## src/logic/pss_defs.svh

```systemverilog
// Purpose: Constants of the power sequence supervisor.
// Assumes: 125 MHz core clock, register port with 8-bit byte addresses.
// Notes: Times are in microseconds; cycle counts derive from the clock rate.
`ifndef PSS_DEFS_SVH
`define PSS_DEFS_SVH
// ==========================================================
// Timing
`define PSS_CLK_MHZ 125
`define PSS_TICK_CYC (`PSS_CLK_MHZ * 1)
`define PSS_CAL_US 500
`define PSS_OV_US 5000
`define PSS_PG_US 20000
`define PSS_STEP_US 100
// ==========================================================
// Register offsets
`define PSS_CTRL_OFS 8'h00
`define PSS_STATE_OFS 8'h04
`define PSS_IRQ_OFS 8'h08
`define PSS_MASK_OFS 8'h0C
`define PSS_TIM_OFS 8'h10
`define PSS_TIM_NUM 12
// ==========================================================
// Fields and reset values
`define PSS_CTRL_OT_HIC 0
`define PSS_CTRL_OV_HIC 1
`define PSS_IRQ_OT 0
`define PSS_IRQ_OV 1
`define PSS_IRQ_PG 2
`define PSS_CTRL_RST 2'h0
`define PSS_TIM_RST 8'h01
`endif

```

## src/logic/pss_pkg.sv

```systemverilog
// Purpose: Types of the power sequence supervisor.
// Assumes: Nothing beyond the defs header.
// Notes: State order sets the state code read back in the state register.
package pss_pkg;
	typedef enum {ST_CAL, ST_OFF, ST_DLY, ST_LAST, ST_PGD, ST_ON, ST_FLT} pss_state_e;
endpackage

```

## src/logic/pss_top.sv

```systemverilog
// Purpose: Power-on sequencing, fault handling and power-good timing.
// Assumes: rst_n is low while the internal analog supply is below threshold.
// Notes: One microsecond tick enable drives every interval counter.
`timescale 1ns/1ps
`include "pss_defs.svh"

// How it works
// - With enable high, channels switch on one by one in configured order.
// - Start-up calibration takes 500 us; register writes are ignored meanwhile.
// - Sequence pin picks order; the first five of twelve timing registers set the step delays, also of a running sequence.
// - Loss of internal analog supply returns all registers to defaults.
// - Register interface works whenever both supplies are present.
// - Over-temperature shuts every channel down.
// - In restart mode, cooling below hysteresis reruns the power-on sequence.
// - Input over-voltage switches every channel off 5 ms after detection.
// - In restart mode, input dropping below hysteresis reruns the sequence.
// - Enable low shuts down; enable high again reruns the sequence from the first channel.
// - Last channel at 90 percent starts a 20 ms power-good delay.
// - After the delay power good is released until enable low or a fault.
// - Power good is open drain: only pulled low or released.
module pss_top #(
	parameter int NCH = 5,
	parameter int CAL_TICKS = `PSS_CAL_US,
	parameter int OV_TICKS = `PSS_OV_US,
	parameter int PG_TICKS = `PSS_PG_US
) (
	// Clock and reset
	input wire logic core_clk,
	input wire logic rst_n,
	// Register port
	input wire logic [7:0] reg_addr,
	input wire logic [31:0] reg_wdata,
	input wire logic reg_wr,
	input wire logic reg_rd,
	output logic [31:0] reg_rdata,
	output logic irq,
	// Pins and detectors
	input wire logic chip_enable_pin,
	input wire logic sequence_select_pin,
	input wire logic overtemp_trip,
	input wire logic overvolt_trip,
	input wire logic [NCH-1:0] chan_good,
	// Channel enables and power good
	output logic [NCH-1:0] chan_en,
	output logic power_good_output_o,
	output logic power_good_output_oe
);

	typedef struct packed {
		pss_pkg::pss_state_e st;
		logic [2:0] step;
		logic [15:0] cnt;
		logic [15:0] ovcnt;
		logic [7:0] pres;
		logic en1, en2, sq1, sq2, ot1, ot2, ov1, ov2;
		logic [NCH-1:0] gd1;
		logic [NCH-1:0] gd2;
		logic ord;
		logic flt_ot, flt_ov;
		logic [1:0] ctrl;
		logic [2:0] irq;
		logic [2:0] mask;
		logic [11:0][7:0] tim;
		logic [31:0] rdata;
		logic [NCH-1:0] chan;
		logic pg;
	} pss_state_s;

	pss_state_s r_reg;
	pss_state_s r_next;
	logic tick;
	logic active;
	logic [2:0] idx;
	logic [2:0] last_idx;
	logic [2:0] ev;
	logic [15:0] dly;

	// ==========================================================
	// Next state
	always_comb begin
		r_next = r_reg;
		ev = 3'h0;
		tick = (r_reg.pres == 8'(`PSS_TICK_CYC - 1));
		r_next.pres = tick ? 8'h00 : r_reg.pres + 8'h01;
		// Pins cross from outside through two flops
		r_next.en1 = chip_enable_pin;
		r_next.en2 = r_reg.en1;
		r_next.sq1 = sequence_select_pin;
		r_next.sq2 = r_reg.sq1;
		r_next.ot1 = overtemp_trip;
		r_next.ot2 = r_reg.ot1;
		r_next.ov1 = overvolt_trip;
		r_next.ov2 = r_reg.ov1;
		r_next.gd1 = chan_good;
		r_next.gd2 = r_reg.gd1;
		active = (r_reg.st == pss_pkg::ST_DLY) || (r_reg.st == pss_pkg::ST_LAST) ||
			(r_reg.st == pss_pkg::ST_PGD) || (r_reg.st == pss_pkg::ST_ON);
		idx = r_reg.ord ? 3'(NCH - 1) - r_reg.step : r_reg.step;
		last_idx = r_reg.ord ? 3'h0 : 3'(NCH - 1);
		dly = 16'(r_reg.tim[r_reg.step]) * 16'(`PSS_STEP_US);

		// reads answered in any state while out of reset
		r_next.rdata = 32'h0000_0000;
		if (reg_rd) begin
			case (reg_addr)
				`PSS_CTRL_OFS: r_next.rdata = {30'h0, r_reg.ctrl};
				`PSS_STATE_OFS: r_next.rdata = {16'h0, r_reg.pg, r_reg.ord,
					r_reg.flt_ov, r_reg.flt_ot, 3'(r_reg.st), 1'b0, 8'(r_reg.chan)};
				`PSS_IRQ_OFS: r_next.rdata = {29'h0, r_reg.irq};
				`PSS_MASK_OFS: r_next.rdata = {29'h0, r_reg.mask};
				default: begin
					if (reg_addr >= `PSS_TIM_OFS && reg_addr < 8'h40 && reg_addr[1:0] == 2'h0) begin
						r_next.rdata = {24'h0, r_reg.tim[4'(reg_addr[5:2] - 4'h4)]};
					end
				end
			endcase
		end

		// writes have no effect until calibration is done
		// timing registers change the step delays at once, also in a running sequence
		if (reg_wr && r_reg.st != pss_pkg::ST_CAL) begin
			case (reg_addr)
				`PSS_CTRL_OFS: r_next.ctrl = reg_wdata[1:0];
				`PSS_MASK_OFS: r_next.mask = reg_wdata[2:0];
				default: begin
					if (reg_addr >= `PSS_TIM_OFS && reg_addr < 8'h40 && reg_addr[1:0] == 2'h0) begin
						r_next.tim[4'(reg_addr[5:2] - 4'h4)] = reg_wdata[7:0];
					end
				end
			endcase
		end

		// over-voltage interval counted in reference ticks
		if (r_reg.ov2 && active) begin
			if (tick) begin
				r_next.ovcnt = r_reg.ovcnt + 16'h0001;
			end
		end else begin
			r_next.ovcnt = 16'h0000;
		end

		case (r_reg.st)
			pss_pkg::ST_CAL: begin
				if (tick) begin
					r_next.cnt = r_reg.cnt + 16'h0001;
				end
				if (r_reg.cnt == 16'(CAL_TICKS - 1) && tick) begin
					r_next.st = pss_pkg::ST_OFF;
					r_next.cnt = 16'h0000;
				end
			end
			pss_pkg::ST_OFF: begin
				if (r_reg.en2) begin
					r_next.st = pss_pkg::ST_DLY;
					r_next.step = 3'h0;
					r_next.cnt = 16'h0000;
					r_next.ord = r_reg.sq2;
				end
			end
			pss_pkg::ST_DLY: begin
				// each step waits its delay, then turns one channel on
				if (tick) begin
					r_next.cnt = r_reg.cnt + 16'h0001;
				end
				if (r_reg.cnt >= dly) begin
					r_next.chan[idx] = 1'b1;
					r_next.cnt = 16'h0000;
					if (r_reg.step == 3'(NCH - 1)) begin
						r_next.st = pss_pkg::ST_LAST;
					end else begin
						r_next.step = r_reg.step + 3'h1;
					end
				end
			end
			pss_pkg::ST_LAST: begin
				// last channel in regulation starts the delay
				if (r_reg.gd2[last_idx]) begin
					r_next.st = pss_pkg::ST_PGD;
					r_next.cnt = 16'h0000;
				end
			end
			pss_pkg::ST_PGD: begin
				if (tick) begin
					r_next.cnt = r_reg.cnt + 16'h0001;
				end
				if (r_reg.cnt == 16'(PG_TICKS - 1) && tick) begin
					r_next.st = pss_pkg::ST_ON;
					r_next.pg = 1'b1;
					ev[`PSS_IRQ_PG] = 1'b1;
				end
			end
			pss_pkg::ST_ON: begin
				r_next.pg = 1'b1;
			end
			pss_pkg::ST_FLT: begin
				// restart when the fault clears in restart mode
				if ((r_reg.flt_ot && r_reg.ctrl[`PSS_CTRL_OT_HIC] && !r_reg.ot2) ||
					(r_reg.flt_ov && r_reg.ctrl[`PSS_CTRL_OV_HIC] && !r_reg.ov2)) begin
					r_next.st = pss_pkg::ST_OFF;
					r_next.flt_ot = 1'b0;
					r_next.flt_ov = 1'b0;
				end
				// otherwise held off until enable drops
			end
			default: begin
				r_next.st = pss_pkg::ST_OFF;
			end
		endcase

		if (active && r_reg.ot2) begin
			r_next.st = pss_pkg::ST_FLT;
			r_next.flt_ot = 1'b1;
			ev[`PSS_IRQ_OT] = 1'b1;
		end
		// over-voltage trips when its delay runs out
		if (active && r_reg.ov2 && r_reg.ovcnt == 16'(OV_TICKS - 1) && tick) begin
			r_next.st = pss_pkg::ST_FLT;
			r_next.flt_ov = 1'b1;
			ev[`PSS_IRQ_OV] = 1'b1;
		end
		// enable low shuts everything down and clears a fault
		if (!r_reg.en2 && r_reg.st != pss_pkg::ST_CAL) begin
			r_next.st = pss_pkg::ST_OFF;
			r_next.flt_ot = 1'b0;
			r_next.flt_ov = 1'b0;
		end
		if (r_next.st == pss_pkg::ST_OFF || r_next.st == pss_pkg::ST_FLT) begin
			r_next.chan = '0;
			r_next.pg = 1'b0;
		end

		// Sticky events; a new event beats a write-one clear
		r_next.irq = r_reg.irq;
		if (reg_wr && reg_addr == `PSS_IRQ_OFS && r_reg.st != pss_pkg::ST_CAL) begin
			r_next.irq = r_reg.irq & ~reg_wdata[2:0];
		end
		r_next.irq = r_next.irq | ev;
	end

	// ==========================================================
	// State register
	always_ff @(posedge core_clk) begin
		if (!rst_n) begin
			r_reg <= '0;
			r_reg.st <= pss_pkg::ST_CAL;
			r_reg.ctrl <= `PSS_CTRL_RST;
			r_reg.tim <= {`PSS_TIM_NUM{`PSS_TIM_RST}};
		end else begin
			r_reg <= r_next;
		end
	end

	assign reg_rdata = r_reg.rdata;
	assign irq = |(r_reg.irq & r_reg.mask);
	assign chan_en = r_reg.chan;
	assign power_good_output_o = 1'b0;
	assign power_good_output_oe = !r_reg.pg;

	// ==========================================================
	// Checks
	cal_write_a: assert property (@(posedge core_clk) disable iff (!rst_n)
		reg_wr && r_reg.st == pss_pkg::ST_CAL |=> $stable(r_reg.ctrl) && $stable(r_reg.tim))
		else $error("write took effect during calibration");
	ot_off_a: assert property (@(posedge core_clk) disable iff (!rst_n)
		active && r_reg.ot2 |=> chan_en == '0 && power_good_output_oe)
		else $error("channels left on after over-temperature");
	ov_trip_a: assert property (@(posedge core_clk) disable iff (!rst_n)
		$rose(r_reg.flt_ov) |-> $past(r_reg.ovcnt) == 16'(OV_TICKS - 1) && chan_en == '0)
		else $error("over-voltage trip at wrong count");
	en_low_a: assert property (@(posedge core_clk) disable iff (!rst_n)
		!r_reg.en2 && r_reg.st != pss_pkg::ST_CAL |=> chan_en == '0 && !r_reg.pg)
		else $error("enable low did not shut down");
	pg_delay_a: assert property (@(posedge core_clk) disable iff (!rst_n)
		$rose(r_reg.pg) |-> $past(r_reg.st) == pss_pkg::ST_PGD &&
		$past(r_reg.cnt) == 16'(PG_TICKS - 1))
		else $error("power good released without full delay");
	pg_hold_a: assert property (@(posedge core_clk) disable iff (!rst_n)
		r_reg.pg && r_reg.en2 && !r_reg.ot2 && !r_reg.ov2 |=> r_reg.pg)
		else $error("power good dropped without cause");
	pg_od_a: assert property (@(posedge core_clk) disable iff (!rst_n)
		!power_good_output_o && (power_good_output_oe || r_reg.st == pss_pkg::ST_ON))
		else $error("power good driven high or released early");
	flt_hold_a: assert property (@(posedge core_clk) disable iff (!rst_n)
		r_reg.st == pss_pkg::ST_FLT && r_reg.en2 &&
		!(r_reg.flt_ot && r_reg.ctrl[`PSS_CTRL_OT_HIC]) &&
		!(r_reg.flt_ov && r_reg.ctrl[`PSS_CTRL_OV_HIC]) |=> r_reg.st == pss_pkg::ST_FLT)
		else $error("fault left without restart mode");
	seq_one_a: assert property (@(posedge core_clk) disable iff (!rst_n)
		r_reg.st == pss_pkg::ST_DLY && r_reg.en2 |=>
		chan_en == '0 || $countones(chan_en ^ $past(chan_en)) <= 1)
		else $error("more than one channel switched at once");
	ot_restart_a: assert property (@(posedge core_clk) disable iff (!rst_n)
		r_reg.st == pss_pkg::ST_FLT && r_reg.flt_ot && r_reg.ctrl[`PSS_CTRL_OT_HIC] &&
		!r_reg.ot2 |=> r_reg.st == pss_pkg::ST_OFF && !r_reg.flt_ot)
		else $error("over-temperature restart not taken");
	ov_restart_a: assert property (@(posedge core_clk) disable iff (!rst_n)
		r_reg.st == pss_pkg::ST_FLT && r_reg.flt_ov && r_reg.ctrl[`PSS_CTRL_OV_HIC] &&
		!r_reg.ov2 |=> r_reg.st == pss_pkg::ST_OFF && !r_reg.flt_ov)
		else $error("over-voltage restart not taken");
endmodule // pss_top

```

## config.mk

```make
export PLATFORM = sky130hd
export DESIGN_NAME = pss_top
export DESIGN_NICKNAME = d
export VERILOG_FILES = /design/src/logic/pss_pkg.sv /design/src/logic/pss_top.sv
export VERILOG_INCLUDE_DIRS = /design/src /design/src/logic
export SDC_FILE = /design/constraint.sdc
export NUM_CORES = 1
export LEC_CHECK = 0
export ABC_AREA = 1
export BUFFER_PORTS_ARGS = -buffer_cell sky130_fd_sc_hd__buf_2
export CORE_MARGIN = 5
export CORE_UTILIZATION = 67
export CTS_BUF_LIST = sky130_fd_sc_hd__clkbuf_2 sky130_fd_sc_hd__clkbuf_4 sky130_fd_sc_hd__clkbuf_8
export CTS_CLUSTER_DIAMETER = 120
export DETAILED_ROUTE_END_ITERATION = 8
export GPL_ROUTABILITY_DRIVEN = 1
export PLACE_DENSITY = 0.93
export SKIP_CTS_REPAIR_TIMING = 1
export SYNTH_ARGS = -nofsm -noshare
export SYNTH_HDL_FRONTEND = slang
export SYNTH_SLANG_ARGS = --single-unit
```

## constraint.sdc

```tcl
create_clock -name core_clk -period 11.3 [get_ports core_clk]
set_input_delay 2.26 -clock core_clk [delete_from_list [all_inputs] [get_ports core_clk]]
set_output_delay 2.26 -clock core_clk [all_outputs]
set_load 0.02 [all_outputs]
```

==> reports/qor.yml <==
status: "complete, no violations"
cts_buffers: 35
finalCritPeriodShare: 0.626
cts_buffer_depth: 3
crit_path_start_kind: "register"
portBuffers: 47
cts_sinks: 215
grt_pass1_vias: 10200
synth_seq_cells: 215
ys_warn_count: 0
fin_crit_ns: 7.07
syn_area_mm2: 0.0113
place.gp.congestion: 0.974
antenna_found_initial: 1
setup_viol: 0
cts_tree: "yes"
path_clk_slew_ns: 0.06
die_w_um: 140
grt_pass1_wl_um: 46900
core_area_mm2: 0.0166
syn_to_final_growth_pct: 7.91
final_common_cell: "nor2_1"
slowest_stage: "dfxtp_1"
clk_latency_ns: 0.52
fin_tns_setup_ns: 0
end_kind: "register"
antenna_cells: 0
cpPeakStageDelay_ns: 0.86
viasPerCell: 5.80
die_height_um: 140
path_class: "reg2reg"
grt_use_total: 0.284
hp-start: "r_next[149]$_SDFF_PN0_"
maxCapViolCount: 0
drive_gt1_frac: 0.129
grt-ovfl-total: 0
critical-path-top-cell-by-count: "nand2_1"
arrival_ns: 7.53
largest_reg_flops: 189
synth_top_cell_by_area: "dfxtp_1"
yosysTopAreaCellShare: 0.381
drtPass1Iterations: 7
hold_depth: 2
utilization: 0.735
drtIter0Drc: 1197
yosys-top-cells-area: "dfxtp_1 (38%), nor2_1 (7.6%), nand2_1 (6.4%)"
row_count: 47
ios: 93
rsz0062_at_grt: "no"
power.density_mw_per_mm2: 130
cp_max_fo: 19
synth_cells: 1524
synth.distinct_cells: 55
timing.rr.end: "chan_en[4]$_SDFFE_PP0P_"
vdd_drop_max_mv: 0.128
drv_slew: 0
worst_pin_slew_ns: 1.06
seq_area_frac_synth: 0.381
hp-class: "reg2reg"
post-route-drc-count: 0
drt-total-wl_um: 28300
r2r_cells: 37
timing.rr.start: "r_reg[204]$_SDFFE_PN0P_"
dieArea_mm2: 0.0195
layout_common_cells: "nor2_1 (228), dfxtp_1 (215), nand2_1 (191)"
cp.required_ns: 11.75
synth_edf_count: 0
cts-root-buf: "clkbuf_8"
fin_skew_ns: 0.0143
grt_max_degree: 89
ys_async_sr_fraction: 0
detailed_place_hpwl_um: 19000
max_freq_mhz: 141
hold_violations: 0
fin_cells: 1806
wl_per_cell_um: 15.7
cts_max_level: 2
p_leak_nw: 5.34
min_to: "r_reg[149]$_SDFF_PN0_"
initial_core_util: 0.681
ant_nets: 0
post-place-cells: 1746
syn-mean-instance-area_um2: 7.41
critPathLaunch: "r_reg[204]$_SDFFE_PN0P_"
vias: 10500
r2r_setup_slack_ns: 4.23
ys.flop_type: "dfxtp_1"
final_nets: 1672
slew_headroom: 0.286
worst max path at each step:
| stage | cells after the start | slack (ns) | endpoint |
|---|---|---|---|
| 5_1_grt | 33 | 3.64 | r_reg[196]$_SDFFE_PN0P_ |
| 2_1_floorplan | 38 | 6.02 | chan_en[0]$_SDFFE_PP0P_ |
| 6_report | 37 | 4.23 | chan_en[4]$_SDFFE_PP0P_ |
| 3_3_place_gp | 33 | 4.59 | r_reg[194]$_SDFFE_PN0P_ |
| 3_5_place_dp | 33 | 4.37 | r_reg[196]$_SDFFE_PN0P_ |
| 4_1_cts | 33 | 4.31 | r_reg[194]$_SDFFE_PN0P_ |
cell usage after synthesis, types with 2 or more instances:
library cell / number
xnor2_1: 5
inv_1: 174
o22ai_1: 25
a211oi_1: 4
nand3_2: 5
a21oi_1: 113
o221ai_1: 5
clkbuf_1: 36
nor3b_1: 2
nand2_2: 17
inv_2: 18
o211ai_1: 9
o2111ai_1: 2
buf_4: 38
buf_2: 5
buf_6: 10
a22oi_1: 13
nor2_8: 4
nand3_1: 43
nor4_4: 2
nor2_4: 9
o21ai_0: 114
a221oi_1: 8
fa_1: 3
nand4_1: 11
nor3_2: 2
nor2_2: 18
nand2_1: 191
clkinv_1: 5
a21oi_2: 4
o21ai_1: 42
buf_1: 4
o31ai_1: 4
nor2_1: 228
xor2_1: 18
nand2_4: 10
ha_1: 53
dfxtp_1: 215
nor3_1: 27
nand3b_1: 3
a31oi_1: 6
nor4_1: 6
where the power goes:
part	switching, mW	internal (mW)
combinational	0.0567	0.0177
clock	0.308	0.427
sequential	0.00417	0.767
total	0.369	1.21
final cells by class:
cell class | instances | area (µm²)
Timing Repair Buffer | 49 | 250
Multi-Input combinational cell | 1063 | 5830
Clock buffer | 52 | 672
Sequential cell | 215 | 4300
Clock inverter | 8 | 96.3
Fill cell | 1178 | 4400
Inverter | 199 | 757
Tap cell | 220 | 275
critical path, delay by kind of cell, from the launching register on:
kind                     cells  cell delay [ns]
AND/OR/NAND/NOR             20             1.92
adder cells (fa/ha/maj)      5             1.69
AO/OA/AOI/OAI                7             1.29
buffers and inverters        4             0.96
flip-flops                   1             0.86
XOR/XNOR                     1             0.25
cells by family (layout without fill, tap and decap cells):
kind of cell / count (synthesis) / after routing / share of synthesized area
and+or+nand+nor: 584 / 584 / 0.244
AOI/OAI and AO/OA: 353 / 353 / 0.174
buffers and inverters: 292 / 308 / 0.118
DFF: 215 / 215 / 0.381
adders and majority gates: 56 / 56 / 0.0641
xor gates and xnor gates: 23 / 23 / 0.0178
other: 1 / 47 / 0.000332
metal layers:
| layer | track usage | wire length, µm | vias up |
|---|---|---|---|
| met5 | 0 | 13 | - |
| met4 | 0.127 | 1120 | 2 |
| met3 | 0.0583 | 2620 | 124 |
| met2 | 0.483 | 13500 | 581 |
| met1 | 0.346 | 11100 | 4766 |
| li1 | - | - | 4994 |
metrics by stage:
stage | worst slack [ns] | total power [mW] | instance area, µm² | hold slack, ns
5_1_grt | 3.64 | 1.63 | 12200 | 0.443
2_1_floorplan | 6.02 | 0.843 | 11500 | 0.390
3_3_place_gp | 4.59 | 0.856 | 11400 | 0.397
4_1_cts | 4.31 | 1.58 | 12200 | 0.418
3_5_place_dp | 4.37 | 0.858 | 11400 | 0.397
6_report | 4.23 | 1.58 | 12200 | 0.413
No activity file was read; power rests on OpenSTA's default activity.
